### src/shared/srsi_defines.svh
// Register offsets, field positions, reset values and timing counts.
`ifndef SRSI_DEFINES_SVH
`define SRSI_DEFINES_SVH
// =====================================================================
// Register map (byte addresses)
`define SRSI_OFS_CONTROL 12'h000
`define SRSI_OFS_SCAN 12'h004
`define SRSI_OFS_MCLK 12'h008
`define SRSI_MOD_REGION 2'h1
// =====================================================================
// Control/status field positions
`define SRSI_B_RFC 0
`define SRSI_B_DEF_IEN 1
`define SRSI_B_IM_IEN 2
`define SRSI_B_DEF_SEN 3
`define SRSI_B_IM_SEN 4
`define SRSI_B_DEF_DONE 5
`define SRSI_B_IM_DONE 7
`define SRSI_B_MSTP_X 8
`define SRSI_B_MSTP_Y 9
`define SRSI_B_MSTP_W 10
`define SRSI_B_MMODE 11
`define SRSI_B_PWR_FAIL 14
`define SRSI_B_SCAN_ERR 15
`define SRSI_B_DEFERRED_RESULT_INVALID 15
// =====================================================================
// Reset values and constants
`define SRSI_CTRL_RESET 8'h00
`define SRSI_SCAN_ALL_ONES 8'hFF
`define SRSI_VECTOR 8'h9C
// =====================================================================
// Timing: scan clock period and system clock period
`define SRSI_SCAN_PERIOD_NS 1000
`define SRSI_CLK_PERIOD_NS 25
`define SRSI_SCAN_TICK_CYC (`SRSI_SCAN_PERIOD_NS / `SRSI_CLK_PERIOD_NS)
`endif

### src/shared/srsi_pkg.sv
// Types shared by the service request scan interrupt block.
package srsi_pkg;
   // =================================================================
   // Scanner address: X code, Y code and word index.
   typedef struct packed {
      logic [2:0] x;
      logic [2:0] y;
      logic [1:0] word_index;
   } srsi_scan_addr_t;

   // Writable control fields of the control/status register.
   typedef struct packed {
      logic maint_mode;
      logic maint_stop_word;
      logic maint_stop_y;
      logic maint_stop_x;
      logic immediate_scan_enable;
      logic deferred_scan_enable;
      logic immediate_irq_enable;
      logic deferred_irq_enable;
      logic request_flag_clear;
   } srsi_ctrl_t;

   // Which request type owns the current scan.
   typedef enum logic [1:0] {
      SRSI_IDLE,
      SRSI_SCAN_DEF,
      SRSI_SCAN_IM
   } srsi_state_t;
endpackage

### src/verilog/srsi_scan_irq.sv
// Service request arbitration, address scanner and bus request logic.
//
// The address map and register access over Avalon-MM were decided locally.
`timescale 1ns/1ps
`include "srsi_defines.svh"

// What this block does
// - Control bits 01-04 enable interrupts and scans.
// - Scan found sets deferred or immediate done.
// - Done with interrupt enable raises level request.
// - Immediate request aborts deferred scan in progress.
// - Immediate start after deferred done flags invalid.
// - Requests set busy only when enabled, no PIO.
// - Busy during scan; stop clears busy, sets done.
// - Data read without clear keeps done, which blocks a rescan of its own type.
// - Data read with clear drops done, module flag.
// - Toggling interrupt enables clears done, rescans.
// - Module address from bus during PIO, else scanner.
// - Register accesses keep scanner address routed.
// - Counters X, Y, word stop on field matches.
// - Start pulse clears counters, deferred past PIO.
// - One-microsecond scan clock steered field by field.
// - Each maintenance clock access gives one pulse.
// - Maintenance stop bits freeze counter, advance next.
// - Maintenance mode forces a request, scanner overflows.
// - Overflow sets scan error, address all ones.
// - Power fail sets its flag, address all ones.
// - Fixed vector is driven at all times; there is no bus grant input.
module srsi_scan_irq #(
   parameter int TICK_CYCLES = `SRSI_SCAN_TICK_CYC
) (
   input wire logic clk,
   input wire logic rst_b,
   input wire logic ce,
   // Avalon-MM slave.
   input wire logic [11:0] avs_address,
   input wire logic avs_read,
   input wire logic avs_write,
   input wire logic [31:0] avs_writedata,
   input wire logic [3:0] avs_byteenable,
   output logic [31:0] avs_readdata,
   output logic avs_waitrequest,
   // I/O module side.
   input wire logic module_immediate_request,
   input wire logic module_deferred_request,
   input wire logic match_x,
   input wire logic match_y,
   input wire logic match_word,
   input wire logic [15:0] module_rdata,
   output logic [7:0] file_addr,
   output logic prog_io_addr_select,
   output logic module_read,
   output logic module_write,
   output logic [15:0] module_wdata,
   output logic module_flag_clear,
   input wire logic power_fail,
   // Host bus request side.
   output logic bus_request_4,
   output logic bus_request_6,
   output logic [7:0] irq_vector
);

   // ==================================================================
   // State
   srsi_pkg::srsi_ctrl_t ctrl_q;
   srsi_pkg::srsi_scan_addr_t scan_q;
   srsi_pkg::srsi_state_t state_q;
   logic def_busy_q, im_busy_q, def_done_q, im_done_q;
   logic deferred_result_invalid_q, scan_err_q, pwr_fail_q, pwr_prev_q;
   logic start_pend_q, ien_off_q, ack_q;
   logic [31:0] rdata_q;
   logic [15:0] wdata_q;
   logic [6:0] tick_q;
   logic [31:0] rd_mux;

   // ==================================================================
   // Bus decode
   // Every request waits exactly one cycle; effects land on the ack edge.
   wire req = avs_read | avs_write;
   wire acc = req & ack_q;
   wire in_mod = avs_address[11:10] == `SRSI_MOD_REGION;
   wire sel_ctrl = avs_address == `SRSI_OFS_CONTROL;
   wire sel_scan = avs_address == `SRSI_OFS_SCAN;
   wire sel_mclk = avs_address == `SRSI_OFS_MCLK;
   wire lo_lanes = &avs_byteenable[1:0];
   wire wr_ctrl = acc & avs_write & sel_ctrl & lo_lanes;
   wire wr_clr = acc & avs_write & sel_ctrl & avs_byteenable[1];
   wire mod_rd_ack = acc & avs_read & in_mod;
   assign avs_waitrequest = req & ~ack_q;
   assign avs_readdata = rdata_q;

   // address mux
   // Only module-region traffic is programmed I/O to a module.
   wire prog_io = req & in_mod;
   // scanner routed
   // Register and maintenance accesses leave the scanner on the file.
   assign prog_io_addr_select = prog_io;
   assign file_addr = prog_io ? avs_address[9:2] : scan_q;
   assign module_read = avs_read & in_mod & ~ack_q;
   assign module_write = acc & avs_write & in_mod;
   assign module_wdata = wdata_q;

   // ==================================================================
   // Request arbitration
   // forced request
   wire im_raw = module_immediate_request |
                 (ctrl_q.maint_mode & ctrl_q.immediate_irq_enable);
   wire def_raw = module_deferred_request |
                  (ctrl_q.maint_mode & ctrl_q.deferred_irq_enable);
   wire im_req = im_raw & ctrl_q.immediate_scan_enable;
   wire def_req = def_raw & ctrl_q.deferred_scan_enable;
   // immediate preempts
   // Deferred busy does not block an immediate start; it is abandoned.
   wire im_go = im_req & ~im_busy_q & ~im_done_q & ~prog_io;
   wire def_go = def_req & ~def_busy_q & ~def_done_q & ~prog_io &
                 ~im_go & ~im_busy_q;
   // start pulse
   // A start seen during programmed I/O waits until the access ends.
   wire start_now = (im_go | def_go | start_pend_q) & ~prog_io;
   wire start_hold = prog_io & (start_pend_q |
                     (im_req & ~im_busy_q & ~im_done_q));

   // ==================================================================
   // Scanner stepping
   wire active_im = state_q == srsi_pkg::SRSI_SCAN_IM;
   wire active_def = state_q == srsi_pkg::SRSI_SCAN_DEF;
   wire sen = (active_im & ctrl_q.immediate_scan_enable) |
              (active_def & ctrl_q.deferred_scan_enable);
   wire stop_x = (match_x & sen) | ctrl_q.maint_stop_x;
   wire stop_y = (match_y & sen) | ctrl_q.maint_stop_y;
   wire stop_w = (match_word & sen) | ctrl_q.maint_stop_word;
   wire scan_stopped = stop_x & stop_y & stop_w;
   wire tick = tick_q == 7'(TICK_CYCLES - 1);
   // scan clock
   // The timed clock is held off while programmed I/O owns the file.
   wire run_clk = (active_im | active_def) & tick & ~prog_io &
                  ~start_now;
   wire mclk = acc & sel_mclk;
   wire pulse = (run_clk | mclk) & ~scan_stopped;
   wire adv_x = pulse & ~stop_x;
   wire adv_y = pulse & stop_x & ~stop_y;
   wire adv_w = pulse & stop_x & stop_y & ~stop_w;
   // overflow
   // Stepping a field that is already at its top has no module to find.
   wire overflow = (adv_x & (&scan_q.x)) | (adv_y & (&scan_q.y)) |
                   (adv_w & (&scan_q.word_index));
   wire found = (active_im | active_def) & scan_stopped & ~start_now &
                ~prog_io;
   wire pwr_evt = power_fail & ~pwr_prev_q;

   // ==================================================================
   // Done clearing
   // read keeps done
   wire rfc_read = mod_rd_ack & ctrl_q.request_flag_clear;
   wire clr_im_done = rfc_read & im_done_q;
   wire clr_def_done = rfc_read & ~im_done_q;
   wire new_ien = avs_writedata[`SRSI_B_DEF_IEN] |
                  avs_writedata[`SRSI_B_IM_IEN];
   wire ien_retrig = wr_ctrl & ien_off_q & new_ien;

   // ==================================================================
   // Bus handshake and read data capture.
   always_ff @(posedge clk or negedge rst_b) begin
      if (!rst_b) begin
         ack_q <= 1'b0;
         rdata_q <= 32'h0000_0000;
         wdata_q <= 16'h0000;
      end else if (ce) begin
         ack_q <= req & ~ack_q;
         if (req & ~ack_q) begin
            rdata_q <= rd_mux;
         end
         if (avs_write & in_mod & ~ack_q) begin
            wdata_q <= avs_writedata[15:0];
         end
      end
   end

   // Read mux: control, scan, module data; others read zero.
   always_comb begin
      rd_mux = 32'h0000_0000;
      if (sel_ctrl) begin
         rd_mux[8:0] = {ctrl_q.maint_mode, ctrl_q.maint_stop_word,
                        ctrl_q.maint_stop_y, ctrl_q.maint_stop_x,
                        1'b0, 1'b0, 1'b0, 1'b0, 1'b0} |
                       9'({ctrl_q.immediate_scan_enable,
                           ctrl_q.deferred_scan_enable,
                           ctrl_q.immediate_irq_enable,
                           ctrl_q.deferred_irq_enable,
                           ctrl_q.request_flag_clear} >> 0);
         rd_mux[8:0] = {ctrl_q.maint_mode, ctrl_q.maint_stop_word,
                        ctrl_q.maint_stop_y, ctrl_q.maint_stop_x,
                        ctrl_q.immediate_scan_enable,
                        ctrl_q.deferred_scan_enable,
                        ctrl_q.immediate_irq_enable,
                        ctrl_q.deferred_irq_enable,
                        ctrl_q.request_flag_clear};
         rd_mux[11:8] = {ctrl_q.maint_mode, ctrl_q.maint_stop_word,
                         ctrl_q.maint_stop_y, ctrl_q.maint_stop_x};
         rd_mux[`SRSI_B_DEF_DONE] = def_done_q;
         rd_mux[`SRSI_B_IM_DONE] = im_done_q;
         rd_mux[6] = 1'b0;
         rd_mux[`SRSI_B_PWR_FAIL] = pwr_fail_q;
         rd_mux[`SRSI_B_SCAN_ERR] = scan_err_q;
      end else if (sel_scan) begin
         rd_mux[7:0] = scan_q;
         rd_mux[`SRSI_B_DEFERRED_RESULT_INVALID] = deferred_result_invalid_q;
      end else if (in_mod) begin
         rd_mux[15:0] = module_rdata;
      end
   end

   // ==================================================================
   // Control register; done bits cannot be written, error bits can only be cleared.
   always_ff @(posedge clk or negedge rst_b) begin
      if (!rst_b) begin
         ctrl_q <= '0;
         ien_off_q <= 1'b0;
      end else if (ce) begin
         if (wr_ctrl) begin
            ctrl_q <= {avs_writedata[`SRSI_B_MMODE],
                       avs_writedata[`SRSI_B_MSTP_W],
                       avs_writedata[`SRSI_B_MSTP_Y],
                       avs_writedata[`SRSI_B_MSTP_X],
                       avs_writedata[`SRSI_B_IM_SEN:`SRSI_B_RFC]};
            ien_off_q <= ~new_ien;
         end
      end
   end

   // ==================================================================
   // Scan state, busy flags and pending start.
   always_ff @(posedge clk or negedge rst_b) begin
      if (!rst_b) begin
         state_q <= srsi_pkg::SRSI_IDLE;
         im_busy_q <= 1'b0;
         def_busy_q <= 1'b0;
         start_pend_q <= 1'b0;
      end else if (ce) begin
         start_pend_q <= start_hold;
         if (im_go) begin
            state_q <= srsi_pkg::SRSI_SCAN_IM;
            im_busy_q <= 1'b1;
            def_busy_q <= 1'b0;
         end else if (def_go) begin
            state_q <= srsi_pkg::SRSI_SCAN_DEF;
            def_busy_q <= 1'b1;
         end else if (found | (overflow & ~found)) begin
            state_q <= srsi_pkg::SRSI_IDLE;
            im_busy_q <= 1'b0;
            def_busy_q <= 1'b0;
         end
      end
   end

   // Done flags: hardware set wins over any clear in the same cycle.
   always_ff @(posedge clk or negedge rst_b) begin
      if (!rst_b) begin
         im_done_q <= 1'b0;
         def_done_q <= 1'b0;
         deferred_result_invalid_q <= 1'b0;
      end else if (ce) begin
         if (found & active_im) begin
            im_done_q <= 1'b1;
         end else if (clr_im_done | ien_retrig) begin
            im_done_q <= 1'b0;
         end
         if (found & active_def) begin
            def_done_q <= 1'b1;
         end else if (clr_def_done | ien_retrig) begin
            def_done_q <= 1'b0;
         end
         if (im_go & def_done_q) begin
            deferred_result_invalid_q <= 1'b1;
         end else if (~im_done_q & ~def_done_q) begin
            deferred_result_invalid_q <= 1'b0;
         end
      end
   end

   // ==================================================================
   // Scanner counters and the microsecond divider.
   always_ff @(posedge clk or negedge rst_b) begin
      if (!rst_b) begin
         scan_q <= '0;
         tick_q <= 7'h00;
      end else if (ce) begin
         tick_q <= (tick | start_now) ? 7'h00 : tick_q + 7'h01;
         if (overflow | pwr_evt) begin
            scan_q <= `SRSI_SCAN_ALL_ONES;
         end else if (start_now) begin
            scan_q <= '0;
         end else if (adv_x) begin
            scan_q.x <= scan_q.x + 3'h1;
         end else if (adv_y) begin
            scan_q.y <= scan_q.y + 3'h1;
         end else if (adv_w) begin
            scan_q.word_index <= scan_q.word_index + 2'h1;
         end
      end
   end

   // Error flags are write-one-to-clear; a new event wins.
   always_ff @(posedge clk or negedge rst_b) begin
      if (!rst_b) begin
         scan_err_q <= 1'b0;
         pwr_fail_q <= 1'b0;
         pwr_prev_q <= 1'b0;
      end else if (ce) begin
         pwr_prev_q <= power_fail;
         if (overflow) begin
            scan_err_q <= 1'b1;
         end else if (wr_clr & avs_writedata[`SRSI_B_SCAN_ERR]) begin
            scan_err_q <= 1'b0;
         end
         if (pwr_evt) begin
            pwr_fail_q <= 1'b1;
         end else if (wr_clr & avs_writedata[`SRSI_B_PWR_FAIL]) begin
            pwr_fail_q <= 1'b0;
         end
      end
   end

   // ==================================================================
   // Module flag clear and bus requests.
   // module flag
   assign module_flag_clear = rfc_read;
   // shared vector
   // Both levels share one vector, so software must check the done bits.
   wire any_ien = ctrl_q.immediate_irq_enable | ctrl_q.deferred_irq_enable;
   assign bus_request_4 = def_done_q & ctrl_q.deferred_irq_enable;
   assign bus_request_6 = (im_done_q & ctrl_q.immediate_irq_enable) |
                          ((scan_err_q | pwr_fail_q) & any_ien);
   assign irq_vector = `SRSI_VECTOR;
endmodule

### config.mk
export PLATFORM = sky130hd
export DESIGN_NAME = srsi_scan_irq
export DESIGN_NICKNAME = d
export VERILOG_FILES = /design/src/shared/srsi_pkg.sv /design/src/verilog/srsi_scan_irq.sv
export VERILOG_INCLUDE_DIRS = /design/src /design/src/shared
export SDC_FILE = /design/constraint.sdc
export NUM_CORES = 1
export LEC_CHECK = 0
export ABC_AREA = 1
export BUFFER_PORTS_ARGS = -buffer_cell sky130_fd_sc_hd__buf_2
export CORE_MARGIN = 2
export CORE_UTILIZATION = 40
export CTS_BUF_LIST = sky130_fd_sc_hd__clkbuf_2
export DETAILED_ROUTE_END_ITERATION = 10
export PLACE_DENSITY = 0.81
export SETUP_SLACK_MARGIN = 0.05
export SYNTH_ARGS = -nofsm -noshare
export SYNTH_HDL_FRONTEND = slang
export SYNTH_SLANG_ARGS = --single-unit
### constraint.sdc
create_clock -name clk -period 1.87 [get_ports clk]
set_input_delay 0.187 -clock clk [delete_from_list [all_inputs] [get_ports clk]]
set_output_delay 0.187 -clock clk [all_outputs]
set_load 0.1 [all_outputs]
==> results.ini, run 1 <==
[outcome]
status = finished with violations
violations = setup timing

[synthesis]
synth_area_leaders = dfrtp_1 (44%), nand2_1 (12%), o21ai_0 (6.2%)
synth_edf_count = 0
ys_types = 39
ys_warn_count = 0
synth-seq-cells = 68
ys_seq_area_share_pct = 44.18
yosys.area.top_type = dfrtp_1
ys.flop_type = dfrtp_1
async_flop_share_pct = 100.0
synth_top_area_share_pct = 44.18
synth_area_per_cell_um2 = 7.876
syn_inst = 489
synth_area_mm2 = 0.003851

[floorplanning]
ios = 146
die_h_um = 102.1
die_w_um = 102.1
row_count = 35
die_area_mm2 = 0.01043
start_util_pct = 41.48
core_mm2 = 0.009284

[finish]
regArea_mm2 = 0.001704
drive_above_1_share_pct = 33.69
num-fill-cells = 770
final_area_mm2 = 0.005459
utilization_pct = 58.80
diodes = 0
nNetsFinal = 737
area_growth_pct = 41.75
multi_input_area_mm2 = 0.001929

[route]
routed_wl_mm = 11.44
drtPass1Iterations = 5
final_antenna_net_count = 0
vias = 3956
wl_per_cell_um = 14.52
via_per_inst = 5.020
drc = 0
drtIter0Drc = 239

[setup_path]
end_kind = flip-flop
reg2reg_from = state_q[0]$_DFFE_PN0P_
criticalPathCategory = flip-flop to flip-flop
reg2reg_depth = 13
startpoint = state_q[0]$_DFFE_PN0P_
worstPathRequired_ns = 2.30
crit_arrival_ns = 2.49
startpoint_type = flip-flop
r2r-end = scan_q[0]$_DFFE_PN0P_
worst-path-max-fanout = 7
r2r_slack_ns = -0.19

[power]
p_leak_nw = 2.865
total_power_mw = 5.819
ir_worst_vdd_uv = 866.9
power_density_mw_per_mm2 = 1066

[worst_hold_path]
min_to = avs_readdata[1]$_DFFE_PN0P_
hold_depth = 5
hold_class = input pin to flip-flop
hp-start = module_rdata[1]

[clocking]
tritoncts = built
cts_buffers = 9
clockBufferDepth = 2
clkSinkCount = 68
cts-htree-levels = 3
clock-root-buffer = clkbuf_2
cts.reportedPaths.clkPinSlew_ns = 0.19
worst_skew_pair.late_latency_ns = 0.51

[timing]
setup_viol = 19
fmax_mhz = 485.4
min_period_ns = 2.060
min_period_over_period_pct = 110.2
report.final.slew_viol_count = 0
finalHoldViolCount = 0
rsz0062_at_grt = true
setup_ws_ns = -0.1904
finClkSkew_ns = 0.01277

[global_route]
grt_pass1_wl_mm = 17.97
grt_pass1_vias = 3875
antenna_found_initial = 0
grt_usage_pct = 22.24
grt_start_max_net_pins = 69
grt_overflow = 0

[placed_design]
place_area_mm2 = 0.004877
hpwl_mm = 7.980
io_buffer_count = 103
gp_congestion = 0.8958

[flow_run]
cap_violations = 0

## cell usage in the layout (no fill, tap or decap), drive strengths merged, types with 2 or more instances in the layout
cell	instances
o211ai	4
ha	8
xnor2	2
nor2	29
o221ai	3
dfrtp	68
mux2	5
nor3b	2
nand2	129
a31oi	2
clkinv	4
conb	24
a21oi	10
nor3	7
nand3	39
xor2	3
nand4	14
inv	63
clkbuf	12
o21ai	51
dlygate4sd3	30
buf	140
## sequential cells by signal, summed over array words and instances, names as in the netlist, 2 cells and up
register / flops
avs_readdata: 16
ctrl_q: 9
module_wdata: 16
scan_q: 8
state_q: 2
tick_q: 7
## per-layer routing
metal	routed length (um)	track usage, %
met1	4518	26.55
met2	5583	38.01
met3	1035	6.293
met4	303	8.821
met5	0	0
## layout make-up
type,instances,share of cell area [%]
multi-input combinational,340,35.34
timing repair buffer,171,24.04
inverter,64,4.469
tap,129,2.957
clock inverter,5,0.9626
sequential,68,31.22
clock buffer,11,1.008
## critical path: stages (launching register included)
cell and delay [ns]:
dfrtp_1 0.45, ha_1 0.30, inv_1 0.07, nand2_2 0.06
nor2_2 0.12, nand4_2 0.10, nand2_2 0.13, nand3_2 0.09
nor2_4 0.19, nor2_4 0.10, nand3b_1 0.15, nand3_2 0.11
nand2_1 0.07, nand2_1 0.05
## synth_stat cells, drive strengths merged (4+ instances only)
cell,n
nand2,129
dfrtp,68
inv,64
o21ai,51
nand3,39
nor2,29
buf,25
clkbuf,14
nand4,14
a21oi,10
ha,8
nor3,7
mux2,5
o211ai,4
## cell families (layout without fill, tap and decap cells)
group                    count (synthesis)  after routing  synth area share, %
AND/OR/NAND/NOR                        222            222                27.03
other                                    2             24               0.1950
adder cells (fa/ha/maj)                  8              8                2.599
buffers and inverters                  103            251                12.41
AO/OA/AOI/OAI                           76             76                10.98
XOR/XNOR                                 5              5                1.137
flip-flops                              68             68                44.18
multiplexers                             5              5                1.462
## power by group
part | internal, mW | total, mW | leakage, nW | switching (mW)
registers | 1.72 | 1.93 | 0.864 | 0.208
clock network | 0.314 | 0.843 | 0.0733 | 0.529
logic | 0.763 | 3.05 | 1.93 | 2.28
## stage by stage
step           worst slack (ns)  TNS [ns]  std cells  hold WS (ns)
6_report                -0.1904    -2.179        788       0.03047
5_1_grt                 -0.3317    -5.086        788      0.003720
4_1_cts                 -0.1083   -0.8434        784      0.001012
3_5_place_dp            -0.1183    -1.182        732        0.2431
3_3_place_gp           -0.04420   -0.2941        732        0.2336
2_1_floorplan           -0.2588   -0.3983        511       -0.1086
## how the worst max path moves through the flow
| stage | to | cells after the start |
|---|---|---|
| global placement | state_q[0]$_DFFE_PN0P_ | 11 |
| detailed placement | scan_q[6]$_DFFE_PN0P_ | 11 |
| CTS | scan_q[0]$_DFFE_PN0P_ | 14 |
| finish | scan_q[0]$_DFFE_PN0P_ | 13 |
| global route | scan_q[0]$_DFFE_PN0P_ | 14 |
| floorplan | module_read | 5 |
## timing repair
| action | 4_1_cts | 5_1_grt |
|---|---|---|
| buffers inserted | 6 | 4 |
| hold buffers | 30 | 0 |
| resized for setup | 19 | 17 |
| hold endpoints to repair | 107 | 0 |
| pin swaps | 7 | 15 |
| setup endpoints to repair | 23 | 26 |
No activity file was read; power rests on OpenSTA's default activity.
==> run 2: changes to the inputs <==
--- a/config.mk
+++ b/config.mk
@@ -9,10 +9,10 @@
 export ABC_AREA = 1
 export BUFFER_PORTS_ARGS = -buffer_cell sky130_fd_sc_hd__buf_2
 export CORE_MARGIN = 2
-export CORE_UTILIZATION = 40
+export CORE_UTILIZATION = 44
 export CTS_BUF_LIST = sky130_fd_sc_hd__clkbuf_2
 export DETAILED_ROUTE_END_ITERATION = 10
-export PLACE_DENSITY = 0.81
+export PLACE_DENSITY = 0.87
 export SETUP_SLACK_MARGIN = 0.05
 export SYNTH_ARGS = -nofsm -noshare
 export SYNTH_HDL_FRONTEND = slang
==> results.ini, run 2 (synthesis results as in run 1) <==
[route]
vias = 4332
drc = 0
routed_wl_mm = 13.61
drtIter0Drc = 412
wl_per_cell_um = 17.34
drtPass1Iterations = 6
final_antenna_net_count = 0
via_per_inst = 5.518

[setup_path]
startpoint_type = flip-flop
crit_buf_inv = 3
cpPeakStageDelay_ns = 0.48
crit_family = simple AND/OR/NAND/NOR gates
startpoint = state_q[0]$_DFFE_PN0P_
worst-path-max-fanout = 7
end_kind = flip-flop
crit_chain = inv_2, ha_4, a22o_4, nand2_2, nand2_2, inv_2, nor2_2, nand3_2, nor2_4, nor2_4, nand3b_1, buf_4, nand4_1, nand2_1
critPathSlowestCell = dfrtp_2
worstPathRequired_ns = 2.35
reg2reg_from = state_q[0]$_DFFE_PN0P_
criticalPathCategory = flip-flop to flip-flop
crit_arrival_ns = 2.62

[finish]
mostFrequentLayoutCell = nand2_1
area_growth_pct = 49.84
layout_common_cells = nand2_1 (111), buf_2 (88), dfrtp_1 (65), inv_1 (53), buf_4 (48)
diodes = 0
nNetsFinal = 756
drive_above_1_share_pct = 38.40

[placed_design]
io_buffer_count = 103
hpwl_mm = 7.962
gp_congestion = 0.9435

[clocking]
clkSinkCount = 68
cts_buffers = 9
cts-htree-levels = 3
worst_skew_pair.late_latency_ns = 0.58
clockBufferDepth = 2
clock-root-buffer = clkbuf_2
tritoncts = built
cts.reportedPaths.clkPinSlew_ns = 0.20

[global_route]
grt_overflow = 0
grt_start_max_net_pins = 69
grt_usage_pct = 24.89
antenna_found_initial = 0
grt_pass1_vias = 4098
grt_pass1_wl_mm = 18.95

[power]
p_leak_nw = 2.965
power_density_mw_per_mm2 = 1025
ir_worst_vdd_uv = 744.5

[worst_hold_path]
hold_class = input pin to flip-flop
hp-start = module_immediate_request

[timing]
hold_ws_ns = 0.08347
fmax_mhz = 468.1
finalHoldViolCount = 0
fin_setup_tns_ns = -2.893
report.final.slew_viol_count = 0
rsz0062_at_grt = true
setup_ws_ns = -0.2663
min_period_ns = 2.136
setup_viol = 22
min_period_over_period_pct = 114.2
finClkSkew_ns = 0.04302

[outcome]
violations = setup timing
status = finished with violations

[floorplanning]
die_area_mm2 = 0.009517
ios = 146
core_mm2 = 0.008593
start_util_pct = 44.82
die_w_um = 97.56
die_h_um = 97.56
row_count = 34

[flow_run]
cap_violations = 0

[run 2: area by class of cell]
class,instances,area (um^2)
repair buffers,190,1489
flip-flops and latches,68,1705
fillers,596,2823
clock inverters,6,66.31
inverters,64,255.2
multi-input cells,340,2074
well taps,108,135.1
clock buffers,9,45.04
[run 2: timing repair]
item,CTS,global route
resized for setup,17,64
setup buffers,8,9
hold endpoints to repair,114,0
pin swaps,9,13
setup endpoints to repair,22,27
hold buffers,34,0
[run 2: power breakdown]
group | switching, mW | internal, mW | total [mW]
Combinational | 2.31 | 0.765 | 3.08
Sequential | 0.228 | 1.72 | 1.95
Clock | 0.590 | 0.298 | 0.889
Total | 3.13 | 2.78 | 5.91
[run 2: tightest hold or removal path, delay by kind of cell]
kind          cells  cell delay (ns)
simple gates      4             0.31
buf+inv           2             0.12
[run 2: worst paths after layout]
path,slack [ns],cells past startpoint,endpoint
max in group asynchronous,1.42,3,tick_q[6]$_DFFE_PN0P_
worst min register to register,0.51,2,avs_readdata[6]$_DFFE_PN0P_
min in group asynchronous,0.12,3,avs_readdata[8]$_DFFE_PN0P_
worst min-delay path,0.08,6,state_q[0]$_DFFE_PN0P_
worst max-delay path,-0.27,14,scan_q[0]$_DFFE_PN0P_
worst max register to register,-0.27,14,scan_q[0]$_DFFE_PN0P_
[run 2: metal layers]
layer	part of all wire [%]	track usage, %
met1	35	29.44
met4	6.6	11.65
met5	0	0
met3	9.8	4.604
met2	49	43.61
[run 2: metrics by stage]
step           std cells  setup slack [ns]  power [mW]  util [%]  cell area (um^2)
4_1_cts              776           -0.1376       5.779     63.58              5464
3_3_place_gp         719          -0.03570       4.789     57.15              4911
5_1_grt              785           -0.3855       6.138     67.15              5771
2_1_floorplan        511           -0.2588       4.172         -              4038
6_report             785           -0.2663       5.914     67.15              5771
3_5_place_dp         719           -0.1372       4.861     57.15              4911
